$ cat src/verilog/cdoa_params.svh
// Purpose: Constants of the converted data output and alarm block
// Assumes: 40 MHz pclk, byte addresses on APB
// Notes:   Offsets, field codes, character codes and rates
`ifndef CDOA_PARAMS_SVH
`define CDOA_PARAMS_SVH
// ----------------------------------------------------------
// Register byte offsets
// ----------------------------------------------------------
`define CDOA_OFF_FORMAT 8'h00
`define CDOA_OFF_BAUD 8'h04
`define CDOA_OFF_AVG 8'h08
`define CDOA_OFF_ALARMS 8'h0C
`define CDOA_OFF_PENABLE 8'h10
`define CDOA_OFF_PLOW 8'h14
`define CDOA_OFF_HTHR 8'h18
`define CDOA_OFF_HHYST 8'h1C
`define CDOA_OFF_CTRL 8'h20
`define CDOA_OFF_STATUS 8'h24
// ----------------------------------------------------------
// Reset values and field codes
// ----------------------------------------------------------
`define CDOA_VAL_W 20
`define CDOA_RST_FORMAT 8'h1F
`define CDOA_RST_BAUD 3'h5
`define CDOA_RST_AVG 16'h0018
`define CDOA_FMT_HGT 8'h81
`define CDOA_FMT_DEP 8'h82
`define CDOA_FMT_DEPHGT 8'h83
`define CDOA_FMT_PRS 8'h90
`define CDOA_FMT_PRSHGT 8'h91
`define CDOA_BOTTOM_BIT 0
`define CDOA_BAUD_MAXCODE 3'h6
// ----------------------------------------------------------
// Averaging limit and rates
// ----------------------------------------------------------
`define CDOA_AVG_K 24
`define CDOA_BITS_COMPACT 40
`define CDOA_BITS_PER_QTY 100
`define CDOA_BAUD0 300
`define CDOA_BAUD1 600
`define CDOA_BAUD2 1200
`define CDOA_BAUD3 2400
`define CDOA_BAUD4 4800
`define CDOA_BAUD5 9600
`define CDOA_BAUD6 19200
`define CDOA_ROUND_HALF 5
// ----------------------------------------------------------
// Characters
// ----------------------------------------------------------
`define CDOA_CH_A 8'h41
`define CDOA_CH_CR 8'h0D
`define CDOA_CH_LF 8'h0A
`define CDOA_CH_SP 8'h20
`define CDOA_CH_DOT 8'h2E
`define CDOA_CH_ZERO 8'h30
`endif

$ cat src/verilog/cdoa_pkg.sv
// Purpose: Types of the converted data output and alarm block
// Assumes: cdoa_params.svh
// Notes:   Quantity index 0..6 = press, depth, height, temp, cond, sal, sv
`include "cdoa_params.svh"
package cdoa_pkg;
  typedef struct packed {
    logic [7:0] modulo;
    logic [6:0][`CDOA_VAL_W-1:0] q;
  } cdoa_scan_t;
  typedef enum logic [5:0] {
    ST_IDLE = 6'b000001,
    ST_NEXT = 6'b000010,
    ST_DIV  = 6'b000100,
    ST_DIG  = 6'b001000,
    ST_TX   = 6'b010000,
    ST_TAIL = 6'b100000
  } cdoa_state_t;
endpackage

$ cat src/verilog/cdoa_top.sv
// Purpose: Averaged ASCII output of scan values with three alarms
// Assumes: scan values arrive scaled, on pclk, one pulse per scan
// Notes:   Registers over APB, one wait state per access
//
// Design decisions made here: the APB register port and the placing of the registers.
`timescale 1ns/1ps
`default_nettype none
module cdoa_top
  import cdoa_pkg::*;
#(
  parameter int CLK_HZ = 40_000_000,
  parameter int AVG_W = 16
) (
  // Clock and reset
  input wire logic pclk,
  input wire logic presetn,
  // APB slave
  input wire logic psel,
  input wire logic penable,
  input wire logic pwrite,
  input wire logic [7:0] paddr,
  input wire logic [31:0] pwdata,
  output logic [31:0] prdata,
  output logic pready,
  output logic pslverr,
  // Scan stream
  input wire logic scan_valid,
  input wire cdoa_scan_t scan_in,
  // Converted output port
  input wire logic cop_rxd,
  output logic cop_txd,
  // Remote alarm
  output logic alarm_out
);
  localparam int VW = `CDOA_VAL_W;
  localparam int SW = VW + AVG_W;

  // ----------------------------------------------------------
  // Helper functions
  // ----------------------------------------------------------
  function automatic int baud_of(input logic [2:0] b);
    case (b)
      3'h0: return `CDOA_BAUD0;
      3'h1: return `CDOA_BAUD1;
      3'h2: return `CDOA_BAUD2;
      3'h3: return `CDOA_BAUD3;
      3'h4: return `CDOA_BAUD4;
      3'h6: return `CDOA_BAUD6;
      default: return `CDOA_BAUD5;
    endcase
  endfunction

  function automatic logic [AVG_W-1:0] min_avg(input logic [7:0] f, input logic [2:0] b);
    int nb;
    int bd;
    nb = f[7] ? `CDOA_BITS_COMPACT : `CDOA_BITS_PER_QTY * $countones(f[6:0]);
    bd = baud_of(b);
    return AVG_W'((`CDOA_AVG_K * nb + bd - 1) / bd + 1);
  endfunction

  function automatic logic fmt_ok(input logic [7:0] v);
    return !v[7] || v == `CDOA_FMT_HGT || v == `CDOA_FMT_DEP || v == `CDOA_FMT_DEPHGT ||
      v == `CDOA_FMT_PRS || v == `CDOA_FMT_PRSHGT;
  endfunction

  function automatic logic [VW-1:0] pow10(input logic [2:0] i);
    case (i)
      3'h0: return 20'h0_2710;
      3'h1: return 20'h0_03E8;
      3'h2: return 20'h0_0064;
      3'h3: return 20'h0_000A;
      default: return 20'h0_0001;
    endcase
  endfunction

  function automatic logic [VW-1:0] cap_of(input logic [2:0] i);
    case (i)
      3'h0: return 20'h1_869F;
      3'h1: return 20'h0_270F;
      default: return 20'h0_03E7;
    endcase
  endfunction

  // ----------------------------------------------------------
  // Configuration registers
  // ----------------------------------------------------------
  logic [7:0] fsel_reg;
  logic [2:0] baud_reg;
  logic [AVG_W-1:0] avg_reg;
  logic [2:0] alm_en_reg;
  logic [VW-1:0] pen_reg;
  logic [VW-1:0] plow_reg;
  logic [VW-1:0] hthr_reg;
  logic [VW-1:0] hyst_reg;
  logic stream_reg;
  logic [2:0] alm_reg;
  logic rx_cr;
  logic tx_busy;
  cdoa_state_t st_reg;
  logic [AVG_W-1:0] avg_min;
  logic [19:0] bit_div;
  logic compact;
  logic wr_en;
  logic acc_ph;
  logic mapped;
  logic [31:0] rdata;

  assign compact = fsel_reg[7];
  assign avg_min = min_avg(fsel_reg, baud_reg);
  assign bit_div = 20'(CLK_HZ / baud_of(baud_reg));
  assign acc_ph = psel & penable & ~pready;
  assign wr_en = psel & penable & pready & pwrite;

  always_comb begin
    mapped = (paddr[1:0] == 2'h0) && (paddr <= `CDOA_OFF_STATUS);
    rdata = 32'h0000_0000;
    case (paddr)
      `CDOA_OFF_FORMAT: rdata[7:0] = fsel_reg;
      `CDOA_OFF_BAUD: rdata[2:0] = baud_reg;
      `CDOA_OFF_AVG: rdata[AVG_W-1:0] = avg_reg;
      `CDOA_OFF_ALARMS: rdata[2:0] = alm_en_reg;
      `CDOA_OFF_PENABLE: rdata[VW-1:0] = pen_reg;
      `CDOA_OFF_PLOW: rdata[VW-1:0] = plow_reg;
      `CDOA_OFF_HTHR: rdata[VW-1:0] = hthr_reg;
      `CDOA_OFF_HHYST: rdata[VW-1:0] = hyst_reg;
      `CDOA_OFF_CTRL: rdata[0] = stream_reg;
      `CDOA_OFF_STATUS: rdata[5:0] = {~st_reg[0], tx_busy, stream_reg, alm_reg};
      default: rdata = 32'h0000_0000;
    endcase
  end

  // ----------------------------------------------------------
  // APB answer: one wait state
  // ----------------------------------------------------------
  always_ff @(posedge pclk or negedge presetn) begin
    if (!presetn) begin
      pready <= 1'b0;
      pslverr <= 1'b0;
      prdata <= 32'h0000_0000;
    end else begin
      pready <= acc_ph;
      pslverr <= acc_ph & ~mapped;
      prdata <= (acc_ph & ~pwrite) ? rdata : 32'h0000_0000;
    end
  end

  always_ff @(posedge pclk or negedge presetn) begin
    if (!presetn) begin
      fsel_reg <= `CDOA_RST_FORMAT;
      baud_reg <= `CDOA_RST_BAUD;
      avg_reg <= `CDOA_RST_AVG;
      alm_en_reg <= 3'h0;
      pen_reg <= 20'h0_0000;
      plow_reg <= 20'h0_0000;
      hthr_reg <= 20'h0_0000;
      hyst_reg <= 20'h0_0000;
    end else begin
      if (wr_en && paddr == `CDOA_OFF_AVG) begin
        avg_reg <= (pwdata[AVG_W-1:0] < avg_min) ? avg_min : pwdata[AVG_W-1:0];
      end else if (avg_reg < avg_min) begin
        avg_reg <= avg_min;
      end
      if (wr_en) begin
        case (paddr)
          `CDOA_OFF_FORMAT: if (pwdata[31:8] == 24'h00_0000 && fmt_ok(pwdata[7:0])) fsel_reg <= pwdata[7:0];
          `CDOA_OFF_BAUD: if (pwdata[2:0] <= `CDOA_BAUD_MAXCODE) baud_reg <= pwdata[2:0];
          `CDOA_OFF_ALARMS: alm_en_reg <= pwdata[2:0];
          `CDOA_OFF_PENABLE: pen_reg <= pwdata[VW-1:0];
          `CDOA_OFF_PLOW: plow_reg <= pwdata[VW-1:0];
          `CDOA_OFF_HTHR: hthr_reg <= pwdata[VW-1:0];
          `CDOA_OFF_HHYST: hyst_reg <= pwdata[VW-1:0];
          default: ;
        endcase
      end
    end
  end

  // Run command starts streaming unless the format is compact; Enter stops it, a run in the same cycle wins
  always_ff @(posedge pclk or negedge presetn) begin
    if (!presetn) begin
      stream_reg <= 1'b1;
    end else if (wr_en && paddr == `CDOA_OFF_CTRL && pwdata[0] && !compact) begin
      stream_reg <= 1'b1;
    end else if (rx_cr) begin
      stream_reg <= 1'b0;
    end
  end

  // ----------------------------------------------------------
  // Alarms
  // ----------------------------------------------------------
  logic armed;
  logic [VW:0] alt_clr;
  assign armed = scan_in.q[0] > pen_reg;
  assign alt_clr = {1'b0, hthr_reg} + {1'b0, hyst_reg};

  always_ff @(posedge pclk or negedge presetn) begin
    if (!presetn) begin
      alm_reg <= 3'h0;
      alarm_out <= 1'b0;
    end else begin
      alarm_out <= |(alm_reg & alm_en_reg);
      if (scan_valid) begin
        alm_reg[0] <= scan_in.modulo[`CDOA_BOTTOM_BIT] & armed;
        alm_reg[1] <= (scan_in.q[0] < plow_reg) & armed;
        if ({1'b0, scan_in.q[2]} > alt_clr) begin
          alm_reg[2] <= 1'b0;
        end else if (scan_in.q[2] < hthr_reg && armed) begin
          alm_reg[2] <= 1'b1;
        end
      end
    end
  end

  // ----------------------------------------------------------
  // Averaging
  // ----------------------------------------------------------
  logic [AVG_W-1:0] cnt_reg;
  logic [SW-1:0] acc [7];
  logic [SW-1:0] snap [7];
  logic per_end;
  logic seq_idle;
  logic rec_go;
  assign seq_idle = st_reg == ST_IDLE;
  assign per_end = scan_valid && (cnt_reg + 1'b1 >= avg_reg);

  always_ff @(posedge pclk or negedge presetn) begin
    if (!presetn) begin
      cnt_reg <= '0;
      rec_go <= 1'b0;
    end else begin
      rec_go <= per_end & seq_idle & (compact | stream_reg);
      if (per_end) cnt_reg <= '0;
      else if (scan_valid) cnt_reg <= cnt_reg + 1'b1;
    end
  end

  for (genvar i = 0; i < 7; i++) begin : g_avg
    always_ff @(posedge pclk or negedge presetn) begin
      if (!presetn) begin
        acc[i] <= '0;
        snap[i] <= '0;
      end else if (scan_valid) begin
        acc[i] <= per_end ? '0 : acc[i] + SW'(scan_in.q[i]);
        if (per_end && seq_idle) snap[i] <= acc[i] + SW'(scan_in.q[i]);
      end
    end
  end

  // ----------------------------------------------------------
  // Record sequencer
  // ----------------------------------------------------------
  logic [6:0] rem_mask;
  logic [2:0] nxt_f;
  logic [SW-1:0] dv_q;
  logic [AVG_W:0] dv_r;
  logic [AVG_W:0] r_sh;
  logic [5:0] dv_n;
  logic [SW:0] dv_v;
  logic [VW-1:0] val;
  logic [VW-1:0] capv;
  logic [2:0] pi;
  logic [2:0] pend;
  logic [2:0] dotpos;
  logic [3:0] dig;
  logic dot_pend;
  logic lead_sp;
  logic [1:0] spc;
  logic [1:0] tcnt;
  logic in_tail;
  logic tog;
  logic [7:0] tx_char;
  logic tx_start;
  logic combo;
  logic show_h;
  logic [2:0] cmp_f;
  logic [2:0] cmp_pi;

  assign r_sh = {dv_r[AVG_W-1:0], dv_q[SW-1]};
  assign dv_v = {1'b0, dv_q} + (compact ? (SW+1)'(`CDOA_ROUND_HALF) : '0);
  assign capv = cap_of(pi);
  assign combo = fsel_reg[0] & (fsel_reg[1] | fsel_reg[4]);
  // First combined record shows height, then the other quantity
  assign show_h = combo ? ~tog : fsel_reg[0];
  assign cmp_f = show_h ? 3'h2 : (fsel_reg[4] ? 3'h0 : 3'h1);
  // Compact: four integer digits, three for height when combined
  assign cmp_pi = (combo && nxt_f == 3'h2) ? 3'h1 : 3'h0;

  always_comb begin
    nxt_f = 3'h0;
    for (int k = 6; k >= 0; k--) begin
      if (rem_mask[k]) nxt_f = 3'(k);
    end
  end

  always_ff @(posedge pclk or negedge presetn) begin
    if (!presetn) begin
      st_reg <= ST_IDLE;
      rem_mask <= 7'h00;
      dv_q <= '0;
      dv_r <= '0;
      dv_n <= 6'h00;
      val <= '0;
      pi <= 3'h0;
      pend <= 3'h0;
      dotpos <= 3'h0;
      dig <= 4'h0;
      dot_pend <= 1'b0;
      lead_sp <= 1'b0;
      spc <= 2'h0;
      tcnt <= 2'h0;
      in_tail <= 1'b0;
      tog <= 1'b0;
      tx_char <= 8'h00;
      tx_start <= 1'b0;
    end else begin
      tx_start <= 1'b0;
      case (st_reg)
        ST_IDLE: begin
          if (rec_go) begin
            if (compact) begin
              rem_mask <= 7'h01 << cmp_f;
              tog <= combo & ~tog;
            end else begin
              rem_mask <= {fsel_reg[6], fsel_reg[5], fsel_reg[3], fsel_reg[2],
                fsel_reg[0], fsel_reg[1], fsel_reg[4]};
            end
            tcnt <= 2'h0;
            in_tail <= 1'b0;
            st_reg <= ST_NEXT;
          end
        end
        ST_NEXT: begin
          if (rem_mask == 7'h00) begin
            in_tail <= ~compact;
            st_reg <= compact ? ST_IDLE : ST_TAIL;
          end else begin
            rem_mask[nxt_f] <= 1'b0;
            dv_q <= snap[nxt_f];
            dv_r <= '0;
            dv_n <= 6'(SW);
            pi <= compact ? cmp_pi : (nxt_f == 3'h4 ? 3'h1 : 3'h0);
            pend <= compact ? 3'h3 : 3'h4;
            dotpos <= (nxt_f >= 3'h3 && nxt_f <= 3'h5) ? 3'h1 : 3'h3;
            lead_sp <= compact && cmp_pi == 3'h1;
            spc <= 2'h0;
            dig <= 4'h0;
            dot_pend <= 1'b0;
            st_reg <= ST_DIV;
          end
        end
        ST_DIV: begin
          if (dv_n == 6'h00) begin
            val <= (dv_v > {{(SW+1-VW){1'b0}}, capv}) ? capv : dv_v[VW-1:0];
            st_reg <= ST_DIG;
          end else begin
            dv_n <= dv_n - 6'h01;
            if (r_sh >= {1'b0, avg_reg}) begin
              dv_r <= r_sh - {1'b0, avg_reg};
              dv_q <= {dv_q[SW-2:0], 1'b1};
            end else begin
              dv_r <= r_sh;
              dv_q <= {dv_q[SW-2:0], 1'b0};
            end
          end
        end
        ST_DIG: begin
          if (lead_sp) begin
            lead_sp <= 1'b0;
            tx_char <= `CDOA_CH_SP;
            st_reg <= ST_TX;
          end else if (dot_pend) begin
            dot_pend <= 1'b0;
            tx_char <= `CDOA_CH_DOT;
            st_reg <= ST_TX;
          end else if (pi <= pend) begin
            if (val >= pow10(pi)) begin
              val <= val - pow10(pi);
              dig <= dig + 4'h1;
            end else begin
              tx_char <= `CDOA_CH_ZERO + {4'h0, dig};
              dig <= 4'h0;
              dot_pend <= !compact && pi == dotpos;
              pi <= pi + 3'h1;
              st_reg <= ST_TX;
            end
          end else if (compact) begin
            st_reg <= ST_IDLE;
          end else if (spc != 2'h2) begin
            spc <= spc + 2'h1;
            tx_char <= `CDOA_CH_SP;
            st_reg <= ST_TX;
          end else begin
            st_reg <= ST_NEXT;
          end
        end
        ST_TX: begin
          if (!tx_busy) begin
            tx_start <= 1'b1;
            st_reg <= in_tail ? ST_TAIL : ST_DIG;
          end
        end
        ST_TAIL: begin
          tcnt <= tcnt + 2'h1;
          case (tcnt)
            2'h0: begin
              tx_char <= `CDOA_CH_A;
              if (alarm_out) st_reg <= ST_TX;
            end
            2'h1: begin
              tx_char <= `CDOA_CH_CR;
              st_reg <= ST_TX;
            end
            2'h2: begin
              tx_char <= `CDOA_CH_LF;
              st_reg <= ST_TX;
            end
            default: st_reg <= ST_IDLE;
          endcase
        end
        default: st_reg <= ST_IDLE;
      endcase
    end
  end

  // ----------------------------------------------------------
  // Serial transmitter, 8N1
  // ----------------------------------------------------------
  logic [19:0] tx_cnt;
  logic [8:0] tx_sh;
  logic [3:0] tx_n;

  always_ff @(posedge pclk or negedge presetn) begin
    if (!presetn) begin
      cop_txd <= 1'b1;
      tx_busy <= 1'b0;
      tx_cnt <= 20'h0_0000;
      tx_sh <= 9'h1FF;
      tx_n <= 4'h0;
    end else if (tx_start) begin
      cop_txd <= 1'b0;
      tx_sh <= {1'b1, tx_char};
      tx_n <= 4'h9;
      tx_cnt <= bit_div - 20'h0_0001;
      tx_busy <= 1'b1;
    end else if (tx_busy) begin
      if (tx_cnt != 20'h0_0000) begin
        tx_cnt <= tx_cnt - 20'h0_0001;
      end else if (tx_n == 4'h0) begin
        tx_busy <= 1'b0;
      end else begin
        cop_txd <= tx_sh[0];
        tx_sh <= {1'b1, tx_sh[8:1]};
        tx_n <= tx_n - 4'h1;
        tx_cnt <= bit_div - 20'h0_0001;
      end
    end
  end

  // ----------------------------------------------------------
  // Serial receiver: watches for Enter
  // ----------------------------------------------------------
  logic rx_m;
  logic rx_s;
  logic rx_act;
  logic [19:0] rx_cnt;
  logic [3:0] rx_n;
  logic [7:0] rx_sh;

  always_ff @(posedge pclk or negedge presetn) begin
    if (!presetn) begin
      rx_m <= 1'b1;
      rx_s <= 1'b1;
    end else begin
      rx_m <= cop_rxd;
      rx_s <= rx_m;
    end
  end

  always_ff @(posedge pclk or negedge presetn) begin
    if (!presetn) begin
      rx_act <= 1'b0;
      rx_cnt <= 20'h0_0000;
      rx_n <= 4'h0;
      rx_sh <= 8'h00;
      rx_cr <= 1'b0;
    end else begin
      rx_cr <= 1'b0;
      if (!rx_act) begin
        if (!rx_s) begin
          rx_act <= 1'b1;
          rx_cnt <= {1'b0, bit_div[19:1]};
          rx_n <= 4'h0;
        end
      end else if (rx_cnt != 20'h0_0000) begin
        rx_cnt <= rx_cnt - 20'h0_0001;
      end else begin
        rx_cnt <= bit_div - 20'h0_0001;
        if (rx_n == 4'h0) begin
          rx_act <= ~rx_s;
          rx_n <= 4'h1;
        end else if (rx_n != 4'h9) begin
          rx_sh <= {rx_s, rx_sh[7:1]};
          rx_n <= rx_n + 4'h1;
        end else begin
          rx_act <= 1'b0;
          rx_cr <= rx_s && rx_sh == `CDOA_CH_CR;
        end
      end
    end
  end

endmodule // cdoa_top
`default_nettype wire

$ cat config.mk
export PLATFORM = sky130hd
export DESIGN_NAME = cdoa_top
export DESIGN_NICKNAME = d
export VERILOG_FILES = /design/src/verilog/cdoa_pkg.sv /design/src/verilog/cdoa_top.sv
export VERILOG_INCLUDE_DIRS = /design/src /design/src/verilog
export SDC_FILE = /design/constraint.sdc
export NUM_CORES = 2
export LEC_CHECK = 0
export BUFFER_PORTS_ARGS = -buffer_cell sky130_fd_sc_hd__buf_2
export CAP_MARGIN = 20
export CORE_ASPECT_RATIO = 1.5
export CORE_MARGIN = 1
export CORE_UTILIZATION = 45
export CTS_CLUSTER_SIZE = 20
export DETAILED_ROUTE_END_ITERATION = 8
export SLEW_MARGIN = 20
export SYNTH_ARGS = -nofsm -noshare
export SYNTH_HDL_FRONTEND = slang
export SYNTH_SLANG_ARGS = --single-unit
$ cat constraint.sdc
create_clock -name pclk -period 263.9 [get_ports pclk]
set_input_delay 0 -clock pclk [delete_from_list [all_inputs] [get_ports pclk]]
set_output_delay 0 -clock pclk [all_outputs]
set_load 0.01 [all_outputs]
==> results.py <==
metrics = {
    "grt": {
        "grt_pass1_vias": 84200,
        "grt_first_pass_wirelength_mm": 477,
        "grt_usage": 0.305,
        "grt_overflow": 0,
        "antenna_found_initial": 35,
        "grt_start_max_net_pins": 123,
    },
    "sta": {
        "rsz0062_at_grt": "false",
        "slew_headroom": 0.187,
        "fmax_mhz": 9.76,
        "hold_ws_ns": -0.0416,
        "finalSetupViolCount": 0,
        "tightest_slew_ns": 1.21,
        "tns_ns": 0,
        "slew_viol_final": 0,
        "finalCritPeriodShare": 0.388,
        "finalHoldViolCount": 11,
        "post-route-min-period_ns": 102.47,
        "finClkSkew_ns": 0.0458,
    },
    "final_layout": {
        "final_nets": 12500,
        "largestRegisters": "acc: 252 flops, snap: 252 flops, dv_q: 36 flops",
        "fin_area_um2": 96800,
        "syn_to_final_growth_pct": 9.53,
        "drive_above_1_share": 0.0870,
    },
    "outcome": {
        "run_status": "finished with violations",
        "violations": "negative hold slack",
    },
    "cts": {
        "cts_buffer_depth": 3,
        "path_clk_slew_ns": 0.06,
        "cts_root_buf": "clkbuf_16",
        "cts_inserted_buffers": 84,
        "clk_latency_ns": 0.70,
        "htreeDepth": 3,
        "numClockSinks": 846,
        "cts_tree": "done",
    },
    "worst_setup_path": {
        "cpPeakStageDelay_ns": 0.90,
        "critPathMaxFanout": 31,
        "worstPathArrival_ns": 103.05,
        "crit_top_cell": "o21a_1",
        "rrSetupSlack_ns": 161.43,
        "start_kind": "register",
        "end_kind": "register",
        "crit_type": "register to register",
        "required_ns": 264.47,
        "cpMaxStageDelayCell": "nor2_2",
    },
    "logic_synthesis": {
        "yosysUniqueCellTypes": 154,
        "synth.most_common_cell": "nand2_1",
        "synth_area_leaders": "dfrtp_1, ha_1, nand2_1, o21ai_0, a21oi_1",
        "yosys.area.top_type": "dfrtp_1",
        "synth_warnings": 0,
        "ys_ff_latch": 846,
        "syn_area_per_cell_um2": 7.88,
        "synth_cells": 11200,
        "ys_seq_area_frac": 0.240,
        "synth-edff-count": 0,
        "async_flop_share": 1.00,
        "netlist_area_um2": 88400,
        "yosys-top-cells-count": "nand2_1, o21ai_0, ha_1",
        "synthFlopType": "dfrtp_1",
        "synth_top_area_share": 0.233,
    },
    "route": {
        "drt_wl_total_mm": 310,
        "num_vias": 86300,
        "detail-route-antenna-nets": 0,
        "drt-wirelength-per-cell_um": 22.0,
        "drc_errors": 0,
        "drt_first_pass_iters": 9,
        "drt_iter0_markers": 6075,
        "via_per_inst": 6.13,
    },
    "flow_run": {
        "drv_cap": 0,
    },
    "floorplan": {
        "chipHeight_um": 545,
        "dieArea_um2": 198000,
        "ioPinCount": 231,
        "core_um2": 194000,
        "start_util": 0.455,
        "num_rows": 198,
        "die_x_um": 364,
    },
    "placement": {
        "placed_cell_area_um2": 91700,
        "port_buffers": 211,
        "routabilityCongestion": 0.973,
        "hpwl_mm": 235,
    },
    "worst_hold_path": {
        "hp-class": "input port to async pin",
    },
}
## cell usage in the layout, fill, tap and decap left out, types with 40 or more instances in the layout
cell           count
dlygate4sd3_1    217
nor2b_1           87
o22ai_1           40
xor2_1           211
a221oi_1          54
ha_1             896
and3_1           113
nand2_1         1638
o31ai_1          209
clkbuf_16         85
mux2i_1           67
o21ai_1           70
o21ai_0          934
a21o_1           244
buf_4            141
o2bb2ai_1        150
and2_1           122
nor3_1           351
mux2_2           200
a211oi_1          92
o21bai_1          66
buf_2            209
a21oi_1          754
nor2_1           665
dfrtp_1          823
xnor2_1          425
nand3_1          217
inv_1            464
nand4_1           97
nand2b_1         137
or2_2             58
a22oi_1           51
o211ai_1          65
a31oi_1          132
o21a_1           305
or3_1             69
nor4_1            67
## worst paths after layout
kind,start,cells past startpoint,end
worst max-delay path,fsel_reg[1]$_DFFE_PN1P_,441,avg_reg[1]$_DFFE_PN0P_
worst min-delay path,presetn,2,acc[97]$_DFFE_PN0P_
worst max register to register,fsel_reg[1]$_DFFE_PN1P_,441,avg_reg[1]$_DFFE_PN0P_
worst min register to register,rx_m$_DFF_PN1_,0,rx_s$_DFF_PN1_
max in group asynchronous,presetn,6,snap[188]$_DFFE_PN0P_
min in group pclk,scan_in[9],5,snap[225]$_DFFE_PN0P_
## through the flow
stage                     std cells   util  hold slack, ns  setup WS (ns)
after floorplan               11200      -          -0.296         173.99
after global routing          14100  0.498          0.0464         154.13
after detailed placement      13700  0.472           0.108         162.10
after CTS                     14100  0.497         0.00331         161.79
after global placement        13700  0.472           0.110         164.01
final                         14100  0.498         -0.0416         161.43
## layer usage
metal,GRT usage,share of wire,vias to the layer above
met5,0,0.00024,-
met1,0.356,0.40,41700
li1,-,-,41400
met4,0.174,0.060,14
met2,0.535,0.49,2585
met3,0.0368,0.051,705
## worst max-delay path, delay by kind of cell, from the launching register on
kind | cells | cell delay (ns)
flops | 1 | 0.60
buf+inv | 15 | 2.39
simple gates | 93 | 24.63
xor+xnor | 3 | 0.93
fa+ha+maj | 35 | 10.83
compound gates | 291 | 61.46
mux | 4 | 1.25
## cells by family (layout without fill, tap and decap cells)
family,count (synthesis),in the layout,synth area share
other cells,1,46,0.0000424
mux,280,280,0.0350
buf+inv,971,1202,0.0475
simple gates,3897,3897,0.210
fa+ha+maj,914,914,0.131
compound gates,3668,3668,0.274
xor+xnor,636,636,0.0630
flops,846,846,0.240
## final cells by class
| type | instances | area (µm²) |
|---|---|---|
| well taps | 2600 | 3250 |
| diodes | 21 | 52.6 |
| flip-flops and latches | 846 | 21200 |
| repair buffers | 571 | 4330 |
| clock inverters | 33 | 465 |
| clock buffers | 122 | 2410 |
| multi-input cells | 9420 | 63300 |
| fillers | 19000 | 97600 |
| inverters | 476 | 1800 |
## what timing repair did
action,4_1_cts,5_1_grt
buffers inserted,0,0
resized for setup,0,0
hold buffers,217,0
hold endpoints to repair,501,0
Power is left out: the tool's default activity adds up to more than one toggle a clock period on the data nets, which glitch-free logic cannot reach.
